==> src/logic/rcrb_pkg.sv <==
// Purpose: Shared constants and types for the rail control register bank
// Assumes: Byte-wide registers behind the serial management interface
// Notes:   Factory values arrive from the one-time-programmable image at power-up
package rcrb_pkg;

	// Register offsets
	localparam logic [7:0] ADDR_CONV4 = 8'h25;
	localparam logic [7:0] ADDR_CONV5 = 8'h26;
	localparam logic [7:0] ADDR_CONV6 = 8'h27;
	localparam logic [7:0] ADDR_LIN_A2 = 8'h28;
	localparam logic [7:0] ADDR_LIN_A3 = 8'h29;
	localparam logic [7:0] ADDR_DISCH1 = 8'h40;

	// Slots: rails 0..4 in the order above, then the discharge register
	localparam int         NUM_RAILS  = 5;
	localparam int         NUM_CONV   = 3;
	localparam logic [2:0] SLOT_DISCH = 3'h5;
	localparam logic [2:0] SLOT_NONE  = 3'h7;
	localparam logic [2:0] OTP_LAST   = 3'h5;

	// Field positions
	localparam int BIT_ENABLE = 0;
	localparam int BIT_MODE   = 1;
	localparam int NUM_DFIELD = 4;

	// Reset values and masks
	localparam logic [7:0] CTRL_RESET    = 8'h3D;
	localparam logic [7:0] DISCH_RESET   = 8'h55;
	localparam logic [7:0] CTRL_WR_MASK  = 8'h3F;
	localparam logic [7:0] CTRL_SLEEP    = 8'h3C;
	localparam logic [7:0] CONV_OTP_MASK = 8'h03;
	localparam logic [7:0] LIN_OTP_MASK  = 8'h01;
	localparam logic [7:0] RDATA_IDLE    = 8'h00;

	typedef enum logic [1:0] {
		DISCH_NONE = 2'h0,
		DISCH_100R = 2'h1,
		DISCH_200R = 2'h2,
		DISCH_500R = 2'h3
	} rcrb_disch_t;

	typedef enum logic [2:0] {
		ST_FETCH = 3'b001,
		ST_STORE = 3'b010,
		ST_READY = 3'b100
	} rcrb_state_t;

	typedef struct packed {
		logic       wr;
		logic       rd;
		logic [7:0] addr;
		logic [7:0] wdata;
	} rcrb_req_t;

endpackage

==> src/logic/rcrb_ctrl_reg.sv <==
// Purpose: One rail control register with factory load and host write
// Assumes: Load and write never coincide; load only happens before host access opens
// Notes:   Top two bits are held at zero so reads return zero there
`timescale 1ns/1ps
module rcrb_ctrl_reg #(
	parameter logic [7:0] RESET_VAL = rcrb_pkg::CTRL_RESET
) (
	input  wire logic       sys_clk,
	input  wire logic       rst,
	input  wire logic       load_en,
	input  wire logic [7:0] load_val,
	input  wire logic       wr_en,
	input  wire logic [7:0] wr_val,
	output logic      [7:0] value
);

	logic [7:0] next_value;

	always_comb begin
		next_value = value;
		if (load_en) begin
			next_value = load_val;
		end else if (wr_en) begin
			next_value = wr_val;
		end
		next_value = next_value & rcrb_pkg::CTRL_WR_MASK;
	end

	always_ff @(posedge sys_clk) begin
		if (rst) begin
			value <= RESET_VAL;
		end else begin
			value <= next_value;
		end
	end

endmodule

==> src/logic/rcrb_bank.sv <==
// Purpose: Rail control and first discharge selection registers
// Assumes: Host requests and rail status inputs share sys_clk; control pins are async
// Notes:   Host access is refused until the factory image has been loaded
`timescale 1ns/1ps
// Operation
// - Control bit 1 picks auto or forced PWM
// - Enable bit 0 low forces rail off
// - Control bits 7:6 read zero, ignore writes
// - Rail that is on clears its discharge field
// - Discharge register holds four fields, default 01
// - Linear regulators have enable only, no mode
// - Discharge codes select none, 100, 200, 500 ohms
module rcrb_bank #(
	parameter logic [29:0] RAIL_PIN_MAP = 30'h0104_1041
) (
	input  wire logic               sys_clk,
	input  wire logic               rst,
	input  wire rcrb_pkg::rcrb_req_t reg_req,
	output logic                    reg_ack,
	output logic              [7:0] reg_rdata,
	output logic                    reg_ready,
	output logic              [2:0] otp_index,
	input  wire logic         [7:0] otp_data,
	input  wire logic         [5:0] external_rail_control_pins,
	input  wire logic               conv1_rail_on,
	input  wire logic               conv2_rail_on,
	input  wire logic               conv3_rail_on,
	output logic              [4:0] rail_on,
	output logic                    conv4_switching_mode,
	output logic                    conv5_switching_mode,
	output logic                    conv6_switching_mode,
	output logic                    conv4_run_enable,
	output logic                    conv5_run_enable,
	output logic                    conv6_run_enable,
	output logic                    linear_a2_run_enable,
	output logic                    linear_a3_run_enable,
	output logic              [1:0] conv1_discharge_sel,
	output logic              [1:0] conv2_discharge_sel,
	output logic              [1:0] conv3_discharge_sel,
	output logic              [1:0] conv4_discharge_sel,
	output logic              [3:0] conv_discharge_active
);

	function automatic logic [2:0] addr_slot(input logic [7:0] addr);
		unique case (addr)
			rcrb_pkg::ADDR_CONV4:  addr_slot = 3'h0;
			rcrb_pkg::ADDR_CONV5:  addr_slot = 3'h1;
			rcrb_pkg::ADDR_CONV6:  addr_slot = 3'h2;
			rcrb_pkg::ADDR_LIN_A2: addr_slot = 3'h3;
			rcrb_pkg::ADDR_LIN_A3: addr_slot = 3'h4;
			rcrb_pkg::ADDR_DISCH1: addr_slot = rcrb_pkg::SLOT_DISCH;
			default:               addr_slot = rcrb_pkg::SLOT_NONE;
		endcase
	endfunction

	function automatic logic pin_request(input logic [5:0] pins, input logic [5:0] map);
		pin_request = |(pins & map);
	endfunction

	rcrb_pkg::rcrb_state_t state;
	rcrb_pkg::rcrb_state_t next_state;
	logic [2:0] next_otp_index;
	logic       next_ready;
	logic       next_ack;
	logic [7:0] next_rdata;
	logic [7:0] disch;
	logic [7:0] next_disch;
	logic [4:0] next_rail_on;
	logic [3:0] next_active;
	logic [5:0] pin_meta;
	logic [5:0] pin_sync;
	logic [5:0] next_pin_meta;
	logic [5:0] next_pin_sync;
	logic [7:0] ctrl_val [0:4];
	logic [3:0] field_on;
	logic [2:0] req_slot;
	logic       host_wr;
	logic       storing;

	assign req_slot = addr_slot(reg_req.addr);
	assign host_wr  = reg_ready && reg_req.wr;
	assign storing  = (state == rcrb_pkg::ST_STORE);

	// Converters keep mode and enable from the image; linear ones only enable
	genvar gi;
	generate
		for (gi = 0; gi < rcrb_pkg::NUM_RAILS; gi++) begin : g_rail
			localparam logic [7:0] OTP_MASK = (gi < rcrb_pkg::NUM_CONV) ?
				rcrb_pkg::CONV_OTP_MASK : rcrb_pkg::LIN_OTP_MASK;
			rcrb_ctrl_reg #(
				.RESET_VAL (rcrb_pkg::CTRL_RESET)
			) u_ctrl (
				.sys_clk  (sys_clk),
				.rst      (rst),
				.load_en  (storing && (otp_index == 3'(gi))),
				.load_val (rcrb_pkg::CTRL_SLEEP | (otp_data & OTP_MASK)),
				.wr_en    (host_wr && (req_slot == 3'(gi))),
				.wr_val   (reg_req.wdata),
				.value    (ctrl_val[gi])
			);
			// Enable low wins over every pin request
			assign next_rail_on[gi] = ctrl_val[gi][rcrb_pkg::BIT_ENABLE] &&
				pin_request(pin_sync, RAIL_PIN_MAP[gi*6 +: 6]);
		end
	endgenerate

	assign field_on = {rail_on[0], conv3_rail_on, conv2_rail_on, conv1_rail_on};

	always_comb begin
		next_state     = state;
		next_otp_index = otp_index;
		next_ready     = reg_ready;
		next_ack       = 1'b0;
		next_rdata     = reg_rdata;
		next_disch     = disch;
		next_pin_meta  = external_rail_control_pins;
		next_pin_sync  = pin_meta;
		unique case (state)
			rcrb_pkg::ST_FETCH: begin
				next_state = rcrb_pkg::ST_STORE;
			end
			rcrb_pkg::ST_STORE: begin
				if (otp_index == rcrb_pkg::SLOT_DISCH) begin
					next_disch = otp_data;
				end
				if (otp_index == rcrb_pkg::OTP_LAST) begin
					next_state = rcrb_pkg::ST_READY;
					next_ready = 1'b1;
				end else begin
					next_state     = rcrb_pkg::ST_FETCH;
					next_otp_index = otp_index + 3'h1;
				end
			end
			rcrb_pkg::ST_READY: begin
				next_ack = reg_req.wr || reg_req.rd;
				if (host_wr && req_slot == rcrb_pkg::SLOT_DISCH) begin
					next_disch = reg_req.wdata;
				end
				if (reg_req.rd) begin
					if (req_slot == rcrb_pkg::SLOT_DISCH) begin
						next_rdata = disch;
					end else if (req_slot == rcrb_pkg::SLOT_NONE) begin
						next_rdata = rcrb_pkg::RDATA_IDLE;
					end else begin
						next_rdata = ctrl_val[req_slot];
					end
				end
			end
		endcase
		// Clearing after the write means a write can never load the field of a rail that is on
		for (int f = 0; f < rcrb_pkg::NUM_DFIELD; f++) begin
			if (field_on[f]) begin
				next_disch[2*f +: 2] = rcrb_pkg::DISCH_NONE;
			end
			next_active[f] = (disch[2*f +: 2] != rcrb_pkg::DISCH_NONE);
		end
	end

	always_ff @(posedge sys_clk) begin
		if (rst) begin
			state                 <= rcrb_pkg::ST_FETCH;
			otp_index             <= 3'h0;
			reg_ready             <= 1'b0;
			reg_ack               <= 1'b0;
			reg_rdata             <= rcrb_pkg::RDATA_IDLE;
			disch                 <= rcrb_pkg::DISCH_RESET;
			rail_on               <= 5'h00;
			conv_discharge_active <= 4'h0;
			pin_meta              <= 6'h00;
			pin_sync              <= 6'h00;
		end else begin
			state                 <= next_state;
			otp_index             <= next_otp_index;
			reg_ready             <= next_ready;
			reg_ack               <= next_ack;
			reg_rdata             <= next_rdata;
			disch                 <= next_disch;
			rail_on               <= next_rail_on;
			conv_discharge_active <= next_active;
			pin_meta              <= next_pin_meta;
			pin_sync              <= next_pin_sync;
		end
	end

	// The sleep bits 5:2 are stored as written; software must keep them set
	assign conv4_switching_mode = ctrl_val[0][rcrb_pkg::BIT_MODE];
	assign conv5_switching_mode = ctrl_val[1][rcrb_pkg::BIT_MODE];
	assign conv6_switching_mode = ctrl_val[2][rcrb_pkg::BIT_MODE];
	assign conv4_run_enable     = ctrl_val[0][rcrb_pkg::BIT_ENABLE];
	assign conv5_run_enable     = ctrl_val[1][rcrb_pkg::BIT_ENABLE];
	assign conv6_run_enable     = ctrl_val[2][rcrb_pkg::BIT_ENABLE];
	assign linear_a2_run_enable = ctrl_val[3][rcrb_pkg::BIT_ENABLE];
	assign linear_a3_run_enable = ctrl_val[4][rcrb_pkg::BIT_ENABLE];
	assign conv1_discharge_sel  = disch[1:0];
	assign conv2_discharge_sel  = disch[3:2];
	assign conv3_discharge_sel  = disch[5:4];
	assign conv4_discharge_sel  = disch[7:6];

	logic last_ctrl_rd;
	always_ff @(posedge sys_clk) begin
		if (rst) begin
			last_ctrl_rd <= 1'b0;
		end else begin
			last_ctrl_rd <= reg_req.rd && (req_slot < rcrb_pkg::SLOT_DISCH);
		end
	end
endmodule

==> config.mk <==
export PLATFORM = sky130hd
export DESIGN_NAME = rcrb_bank
export DESIGN_NICKNAME = d
export VERILOG_FILES = /design/src/logic/rcrb_pkg.sv /design/src/logic/rcrb_ctrl_reg.sv /design/src/logic/rcrb_bank.sv
export SDC_FILE = /design/constraint.sdc
export NUM_CORES = 1
export LEC_CHECK = 0
export BUFFER_PORTS_ARGS = -buffer_cell sky130_fd_sc_hd__buf_2
export CORE_ASPECT_RATIO = 0.7
export CORE_UTILIZATION = 53
export DETAILED_ROUTE_END_ITERATION = 6
export GPL_ROUTABILITY_DRIVEN = 0
export PLACE_DENSITY = 0.79
export SYNTH_ARGS = -nofsm -noshare
export SYNTH_HDL_FRONTEND = slang
export SYNTH_SLANG_ARGS = --single-unit
==> constraint.sdc <==
create_clock -name sys_clk -period 3.1 [get_ports sys_clk]
set_clock_uncertainty 0.05 [all_clocks]
set_input_delay 0.31 -clock sys_clk [delete_from_list [all_inputs] [get_ports sys_clk]]
set_output_delay 0.31 -clock sys_clk [all_outputs]
set_load 0.02 [all_outputs]
==> impl_results.md, run 1 <==
* Min Clock Period, post-route at about 2.4 ns
* Synthesized area at slightly above 3000 um2
* CTS tree: yes
* Hold Vio Cnt, Final at 0
* Kind of critical path: input port to register
* Critical-path maximum fanout at 10
* CP Launch Type: input port
* CTS root buf: clkbuf_8
* # DRC at 0
* Family with the most delay on the worst path: simple AND/OR/NAND/NOR gates
* Worst slew pin tran at between 1 and 1.5 ns
* Global route overflow at 0
* Total global-route track usage at between 20 and 30%
* Area added between synthesis and finish at 18.9%
* Via count at between 2000 and 3000
* Ys async rst share at 0%
* Top-area cell type share of the netlist area at a little over two fifths
* Post-layout nets at 456
* Period utilisation layout at ~76%
* Fmax at 0.423 GHz
* Final Cell Area at ~3700 um2
* Unique masters post-synth at 49
* Placed Instances at between 400 and 500
* Pin count of the biggest net entering global routing at between 40 and 50
* Clock latency on the worst-skew pair at 0.34 ns
* CTS Buffer Depth at 2
* Antenna Nets Post-Route at 0
* Post-cts sizing count at 0
* Crit path depth at 6
* Die H at approximately 66 um
* R2R Path Start: state[2]
* Final HPWL DP at 6170 um
* Core area at 5450 um2
* Worst vdd ir at 0.255 mV
* Clock Sinks at between 60 and 70
* Core Rows at 22
* Crit end category: register
* Starting density of the core at between 50% and 60%
* Die width at approximately 94 um
* Layout cells sized above 1 at ~25%
* Hold wc startpoint: conv2_rail_on
* Crit path DAT at 2.52 ns
* Top FF cell, synth: dfxtp_1
* Sequential area share after synthesis at 41.8%
* Number of global-route vias before repair at ~2600
* CP max stage cell: or4_1
* Ranking of synthesized cells by area: dfxtp_1 42%, mux2i_1 12%, nor2_1 5.2%, nand2_1 4.8%, a221oi_1 2.2%
* Syn Area/Cell at approximately 9.0 um2
* Max-cap violation count at 0
* Hold buffer count at cts at 0
* Slew Limit Fails at 0
* CP required at 3.26 ns
* Synth warn at 0
* TritonCTS Buffers at 9
* Post-synth top area cell: dfxtp_1
* Worst hold stages at 2
* CTS clk-pin slew, worst paths at 0.07 ns
* Drt first pass iters at 4
* Commonest non-fill, non-tap cell in the layout: buf_2
* Critical path, cell by cell: buf_2 -> or4b_4 -> or4_1 -> a211o_1 -> a221oi_1 -> o21ai_1
* WP buf/inv at 1
* CP startpoint: reg_req[12]
* R2R cell count at 6
* Wirelength, routed at 8190 um
* Seq cells post-synth at 65
* DR iter-0 viols at roughly 270
* Filler cells at 470
* Slew HR at between 20% and 30%
* Syn Nets at between 300 and 400
* Wire length per cell at 16.7 um
* Crit-path max cell delay at between 0.6 and 0.7 ns
* Diodes inserted at 0
* Post-synthesis cell count at approximately 350
* Status: finished, final reports clean
* EDFF count, synth at 0
* Antenna violations before repair at 0
* Sum of negative setup slack at 0 ns
* H-tree levels at 3
* Final Setup Violations at 0
* Port Buffers at around 70
* RSZ-0062 raised after global routing: false
* Commonest cells after routing, fill and taps aside: 69 x buf_2, 65 x dfxtp_1, 43 x nor2_1, 40 x nand2_1, 37 x mux2i_1
* Ports at 75
* Post-CTS Setup Bufs at 0
* Leak at roughly 0.0017 uW
* HP Class: input port to register
* Post-Layout Cell Count at 490
* Via density at about 5.9
* Area after DPL at 3510 um2
* Die ar. at between 6000 and 7000 um2
* Cell Pwr Density at roughly 460 nW/um2
* First-pass GRT wire length at 12900 um
-- stage by stage --
| step | setup WS [ns] | hold WS (ns) | utilization, % | power, uW |
|---|---|---|---|---|
| 2_1_floorplan | 0.719 | 0.343 | - | 953 |
| 3_3_place_gp | 0.445 | 0.376 | 64.4 | 1010 |
| 3_5_place_dp | 0.409 | 0.375 | 64.4 | 1020 |
| 4_1_cts | 0.766 | 0.0824 | 68.0 | 1720 |
| 5_1_grt | 0.684 | 0.0861 | 68.0 | 1780 |
| 6_report | 0.737 | 0.0900 | 68.0 | 1710 |
-- synth_stat cells (2+ instances only) --
master / instances
dfxtp_1: 65
nor3_1: 4
nand3b_1: 2
o211a_1: 2
o32ai_1: 6
nor3b_1: 4
and2_1: 8
a2111oi_0: 6
and3_1: 3
o21ai_0: 13
and3b_1: 2
or4_1: 2
mux2i_1: 37
buf_2: 2
o221a_2: 5
mux2_2: 6
a211oi_1: 3
nor2b_1: 9
nand2_1: 40
nand3_1: 6
inv_1: 12
o2111ai_1: 5
a211o_1: 2
ha_1: 5
nor2_1: 43
a221oi_1: 8
nand4_1: 2
nand2b_1: 2
clkbuf_1: 14
a21oi_1: 11
-- kinds of logic (layout without fill, tap and decap cells) --
group | after synthesis | count (layout) | synth area share, %
buffers and inverters | 30 | 100 | 3.93
and+or+nand+nor | 134 | 134 | 21.2
DFF | 65 | 65 | 41.8
xor gates and xnor gates | 1 | 1 | 0.281
adders and majority gates | 5 | 5 | 2.01
AOI/OAI and AO/OA | 70 | 70 | 16.8
muxes | 43 | 43 | 14.1
-- where the power goes --
| group | internal [uW] | total (uW) | switching (uW) |
|---|---|---|---|
| logic | 49.7 | 140 | 90.7 |
| registers | 850 | 860 | 10.8 |
| clock network | 408 | 713 | 305 |
-- state kept, by name (all words and copies together), names as in the netlist --
register / count
conv_discharge_active: 4
g_rail.u_ctrl.value: 30
otp_index: 3
reg_ready: 1
pin_sync: 1
next_pin_sync: 1
reg_ack: 1
disch: 8
rail_on: 5
reg_rdata: 8
state: 3
-- final timing paths --
kind	end	slack, ns
worst max register to register	reg_rdata[3]	0.90
worst min-delay path	disch[3]	0.09
worst max-delay path	g_rail[1].u_ctrl.value[0]	0.74
worst min register to register	pin_sync[0]	0.39
-- final cells by class --
| class | count | area, um2 | share of cell area (%) |
|---|---|---|---|
| sequential | 65 | 1300 | 35.1 |
| clock inverter | 3 | 40.0 | 1.08 |
| multi-input combinational | 253 | 1700 | 45.8 |
| tap | 72 | 90.1 | 2.43 |
| inverter | 12 | 45.0 | 1.22 |
| timing repair buffer | 73 | 375 | 10.1 |
| clock buffer | 12 | 155 | 4.19 |
-- per-layer routing --
metal,global-route usage [%],vias up,wire [um]
met1,37.7,1361,3780
li1,-,1396,-
met5,0,-,0
met3,7.70,15,770
met2,42.4,134,3510
met4,10.8,0,119
(Power assumes the default switching activity.)
==> run 2, diff against run 1 <==
==> constraint.sdc (replaced) <==
create_clock -name sys_clk -period 2.3 [get_ports sys_clk]
set_clock_uncertainty 0.05 [all_clocks]
set_input_delay 0.23 -clock sys_clk [delete_from_list [all_inputs] [get_ports sys_clk]]
set_output_delay 0.23 -clock sys_clk [all_outputs]
set_load 0.02 [all_outputs]
==> run 2 against run 1 <==
  * Die area is the same
  * First-iteration DRC count grew 14%
  * Combinational power grew 46%
  * Total power grew 43%
  * Global-route usage grew 3.1 points
  * Critical path type is now register to register
  * Largest cell class unchanged
==> impl_results.md, run 2 (synthesis gave the netlist of run 1 again) <==
* Via density at between 6 and 7
* Fmax at a little under 0.5 GHz
* Ports at 75
* Total global-route track usage at a little under a third
* Via count at 3053
* Status: finished, final reports clean
* Antenna Nets Post-Route at 0
* R2R Path Start: otp_index[1]
* Commonest non-fill, non-tap cell in the layout: buf_2
* Wirelength, routed at 8830 um
* Post-layout nets at around 470
* Starting density of the core at 57.2%
* Core area at approximately 5500 um2
* Layout cells sized above 1 at between 20 and 30%
* Kind of critical path: register to register
* Total power at about 2500 uW
* Area added between synthesis and finish at 24.8%
* DP Worst Slack at -0.0578 ns
* Clock latency on the worst-skew pair at 0.35 ns
* Worst vdd ir at 0.313 mV
* Hold Vio Cnt, Final at 0
* CP required at around 2.5 ns
* # DRC at 0
* Crit Reg-Reg Endpoint: disch[5]
* TritonCTS Buffers at 9
* Leak at 0.00179 uW
* Filler cells at roughly 440
* Max-cap violation count at 0
* Die width at about 94 um
* Top Registers: g_rail.u_ctrl.value: 30 flops, disch: 8 flops, reg_rdata: 8 flops
* Min Clock Period, post-route at just over 2 ns
* Port Buffers at 69
* Final HPWL DP at around 6600 um
* Post-layout util at 71.3%
* Wire length per cell at between 15 and 20 um
* Pin count of the biggest net entering global routing at 29
* Worst hold stages at 2
* Commonest cells after routing, fill and taps aside: 69 x buf_2, 65 x dfxtp_1, 43 x nor2_1, 40 x nand2_1, 37 x mux2i_1
* Die ar. at a little over 6000 um2
* Slew Limit Fails at 0
* CTS Buffer Depth at 2
* Worst slew pin tran at about 0.54 ns
* Core Rows at 22
* Placed Instances at just under 500
* R2r setup slk at 0.28 ns
* Hold endpoint: disch[5]
* Largest register by flop count: g_rail.u_ctrl.value
* CTS root buf: clkbuf_8
* Number of global-route vias before repair at between 2000 and 3000
* Antenna violations before repair at 0
* R2R cell count at 7
* First-pass GRT wire length at between 10000 and 15000 um
* Period utilisation layout at approximately 88%
* RSZ-0062 raised after global routing: false
* Drt first pass iters at 5
* Diodes inserted at 0
* CTS clk-pin slew, worst paths at roughly 0.070 ns
* CTS tree: yes
* Sum of negative setup slack at 0 ns
* Hold wc startpoint: conv3_rail_on
* Crit path DAT at 2.19 ns
* Critical-path maximum fanout at 12
* Cell Pwr Density at ~630 nW/um2
* H-tree levels at 3
* DR iter-0 viols at roughly 310
* CP Launch Type: register
* Largest register FFs at 30
* Die H at 66.2 um
* Crit end category: register
* Clock Sinks at 65
* HP Class: input port to register
* Slew HR at 63.7%
* Global route overflow at 0
* Final Setup Violations at 0
* Slack of the critical path at between 0.2 and 0.3 ns
* Post-CTS Setup Bufs at 0
* Post-Layout Cell Count at around 510
[run 2: final cells by class]
class	count	area (um2)	area share (%)
Multi-Input combinational cell	253	1710	44.0
Inverter	12	45.0	1.16
Tap cell	72	90.1	2.32
Timing Repair Buffer	90	520	13.4
Clock inverter	4	76.3	1.96
Sequential cell	65	1300	33.5
Clock buffer	12	145	3.73
[run 2: per-stage QoR]
stage	instance area, um2	hold WS, ns
after floorplan	3130	0.263
after global placement	3640	0.361
after detailed placement	3640	0.366
after CTS	3880	0.0172
after global routing	3890	0.00970
final	3890	0.0300
[run 2: timing repair]
item,in CTS,in global routing
hold buffers,2,0
endpoints found under the setup margin,0,1
resized for setup,0,1
endpoints found under the hold margin,2,0
[run 2: critical path: stages, from the launching register on]
cell	delay [ns]
dfxtp_1	0.35
inv_1	0.09
ha_1	0.28
nand2_1	0.13
nor2b_1	0.27
a31o_4	0.25
nor2_1	0.06
a2111oi_0	0.40
[run 2: power by group]
group | internal, uW | switching, uW
clock | 643 | 451
sequential | 1140 | 15.5
combinational | 76.1 | 127
total | 1860 | 594
[run 2: worst max path at each step]
stage                 startpoint                         to  cells past startpoint
floorplan            reg_req[12]  g_rail[1].u_ctrl.value[0]                      7
global placement     reg_req[12]  g_rail[1].u_ctrl.value[0]                      7
detailed placement   reg_req[12]  g_rail[1].u_ctrl.value[5]                      7
CTS                 otp_index[1]                   disch[5]                      7
global route        otp_index[1]                   disch[3]                      7
finish              otp_index[1]                   disch[5]                      7
[run 2: per-layer routing]
| metal | GRT usage, % | vias to the layer above | wire [um] |
|---|---|---|---|
| li1 | - | 1434 | - |
| met1 | 40.1 | 1435 | 3860 |
| met2 | 48.4 | 169 | 3880 |
| met3 | 11.5 | 15 | 944 |
| met4 | 9.42 | 0 | 142 |
| met5 | 0 | - | 0 |
==> run 3, diff against run 2 <==
==> constraint.sdc (replaced) <==
create_clock -name sys_clk -period 2.3 [get_ports sys_clk]
set_clock_uncertainty 0.05 [all_clocks]
set_input_delay 0.115 -clock sys_clk [delete_from_list [all_inputs] [get_ports sys_clk]]
set_output_delay 0.115 -clock sys_clk [all_outputs]
set_load 0.02 [all_outputs]
==> run 3 against run 2 <==
  * Count of clock-buffer cells in the layout fell by 2
  * Total power fell by 0.21%
  * Combinational power barely moved
  * Utilization fell by 0.46 points
  * Global-route usage rose by 0.38 points
  * Cell count fell by 0.20%
  * Critical path type unchanged
  * Sequential cell count did not move
  * Register-to-register slack got worse by 0.02 ns
  * Largest cell class unchanged
  * Via count rose by 1.3%
  * Critical path depth did not move
==> impl_results.md, run 3 (synthesis gave the netlist of run 1 again) <==
* Slew Limit Fails at 0
* Final HPWL DP at around 6500 um
* Cell Pwr Density at 635 nW/um2
* Top Registers: g_rail.u_ctrl.value: 30 flops, disch: 8 flops, reg_rdata: 8 flops
* R2R cell count at 7
* Filler cells at approximately 440
* Placed Instances at between 400 and 500
* CP Launch Type: register
* CTS Buffer Depth at 2
* Crit Reg-Reg Endpoint: disch[5]
* Wirelength, routed at ~9000 um
* Slew HR at between 60% and 70%
* Post-layout nets at ~470
* M1 wire length at 3810 um
* Commonest cells after routing, fill and taps aside: 69 x buf_2, 65 x dfxtp_1, 43 x nor2_1, 40 x nand2_1, 37 x mux2i_1
* Max-cap violation count at 0
* TritonCTS Buffers at 9
* Hold Vio Cnt, Final at 0
* Antenna Nets Post-Route at 0
* Die ar. at about 6200 um2
* Total global-route track usage at 31.4%
* Layout cells sized above 1 at about a quarter
* Worst slew pin tran at 0.543 ns
* Core area at 5450 um2
* Worst vdd ir at approximately 0.42 mV
* Largest register FFs at 30
* RSZ-0062 raised after global routing: false
* First-pass GRT wire length at between 10000 and 15000 um
* Starting density of the core at 57.2%
* DR top layer: met4
* CTS root buf: clkbuf_8
* Fmax at about 0.49 GHz
* Core Rows at 22
* Crit end category: register
* Post-Layout Cell Count at between 500 and 600
* Commonest non-fill, non-tap cell in the layout: buf_2
* CTS clk-pin slew, worst paths at approximately 0.080 ns
* Diodes inserted at 0
* Die width at roughly 94 um
* Clock Sinks at 65
* CTS tree: yes
* # DRC at 0
* CP startpoint: otp_index[1]
* Pin count of the biggest net entering global routing at 23
* Port Buffers at between 60 and 70
* Clock latency on the worst-skew pair at about 0.36 ns
* Crit path DAT at between 2 and 2.5 ns
* Slack of the critical path at ~0.26 ns
* H-tree levels at 3
* R2R Path Start: otp_index[1]
* Drt first pass iters at 6
* Sum of negative setup slack at 0 ns
* Worst hold stages at 3
* Status: finished, final reports clean
* Wire length per cell at roughly 18 um
* Global route overflow at 0
* Final Setup Violations at 0
* Final Cell Area at just under 4000 um2
* Leak at around 0.0018 uW
* R2r setup slk at about 0.26 ns
* Die H at around 66 um
* Area added between synthesis and finish at 24.0%
* Antenna violations before repair at 0
* Kind of critical path: register to register
* Setup crit end: disch[5]
* DP Worst Slack at roughly 0.029 ns
* Via count at around 3100
* Critical-path maximum fanout at 12
* DR iter-0 viols at approximately 380
* Via density at slightly above 6
* Min Clock Period, post-route at slightly above 2 ns
* Period utilisation layout at between 80% and 90%
* CP required at about 2.5 ns
* HP Class: input port to register
* Ports at 75
* Largest register by flop count: g_rail.u_ctrl.value
* Met3 wire len at 1020 um
* Metal2 WL at between 3000 and 4000 um
* Number of global-route vias before repair at between 2000 and 3000
* Area after DPL at ~3600 um2
## run 3: through the flow
step	total power (uW)	hold WS [ns]	util, %
after floorplan	1280	0.148	-
after global placement	1370	0.250	65.8
after detailed placement	1380	0.257	65.8
after CTS	2450	0.0132	70.9
after global routing	2530	0.0336	70.9
final	2450	0.0225	70.9
## run 3: repair_timing
action / CTS / global route
gates resized for setup: 0 / 0
endpoints found under the hold margin: 8 / 0
hold buffers: 6 / 0
setup buffers: 0 / 0
## run 3: worst min path at each step
stage,slack [ns],endpoint,from
after floorplan,0.15,disch[1],conv1_rail_on
after global placement,0.25,disch[3],conv2_rail_on
after detailed placement,0.26,disch[3],conv2_rail_on
after CTS,0.01,g_rail[4].u_ctrl.value[5],reg_req[5]
after global routing,0.03,g_rail[4].u_ctrl.value[3],reg_req[3]
final,0.02,g_rail[4].u_ctrl.value[3],reg_req[3]
## run 3: report_power, final
group | switching (uW) | total, uW | leakage (uW) | internal, uW
logic | 127 | 203 | 0.00114 | 75.2
clock network | 474 | 1090 | 0.000111 | 616
registers | 15.1 | 1160 | 0.000529 | 1140
total | 617 | 2450 | 0.00178 | 1840
## run 3: cell type report
cell class	instances	area (um2)	share of cell area, %
tap	72	90.1	2.33
clock inverter	6	91.3	2.36
timing repair buffer	89	510	13.2
clock buffer	10	128	3.30
multi-input combinational	253	1700	43.9
sequential	65	1300	33.7
inverter	12	45.0	1.17
## run 3: routing by layer
metal	vias to the layer above	track usage [%]
met1	1449	40.3
met5	-	0
li1	1431	-
met4	0	14.2
met2	180	47.1
met3	34	11.6
## run 3: worst max-delay path: stages (launching register included)
cell       delay, ns
dfxtp_1         0.36
inv_1           0.09
ha_1            0.26
nand2_1         0.13
nor2b_1         0.23
a31o_2          0.33
nor2_1          0.07
a2111oi_0       0.40
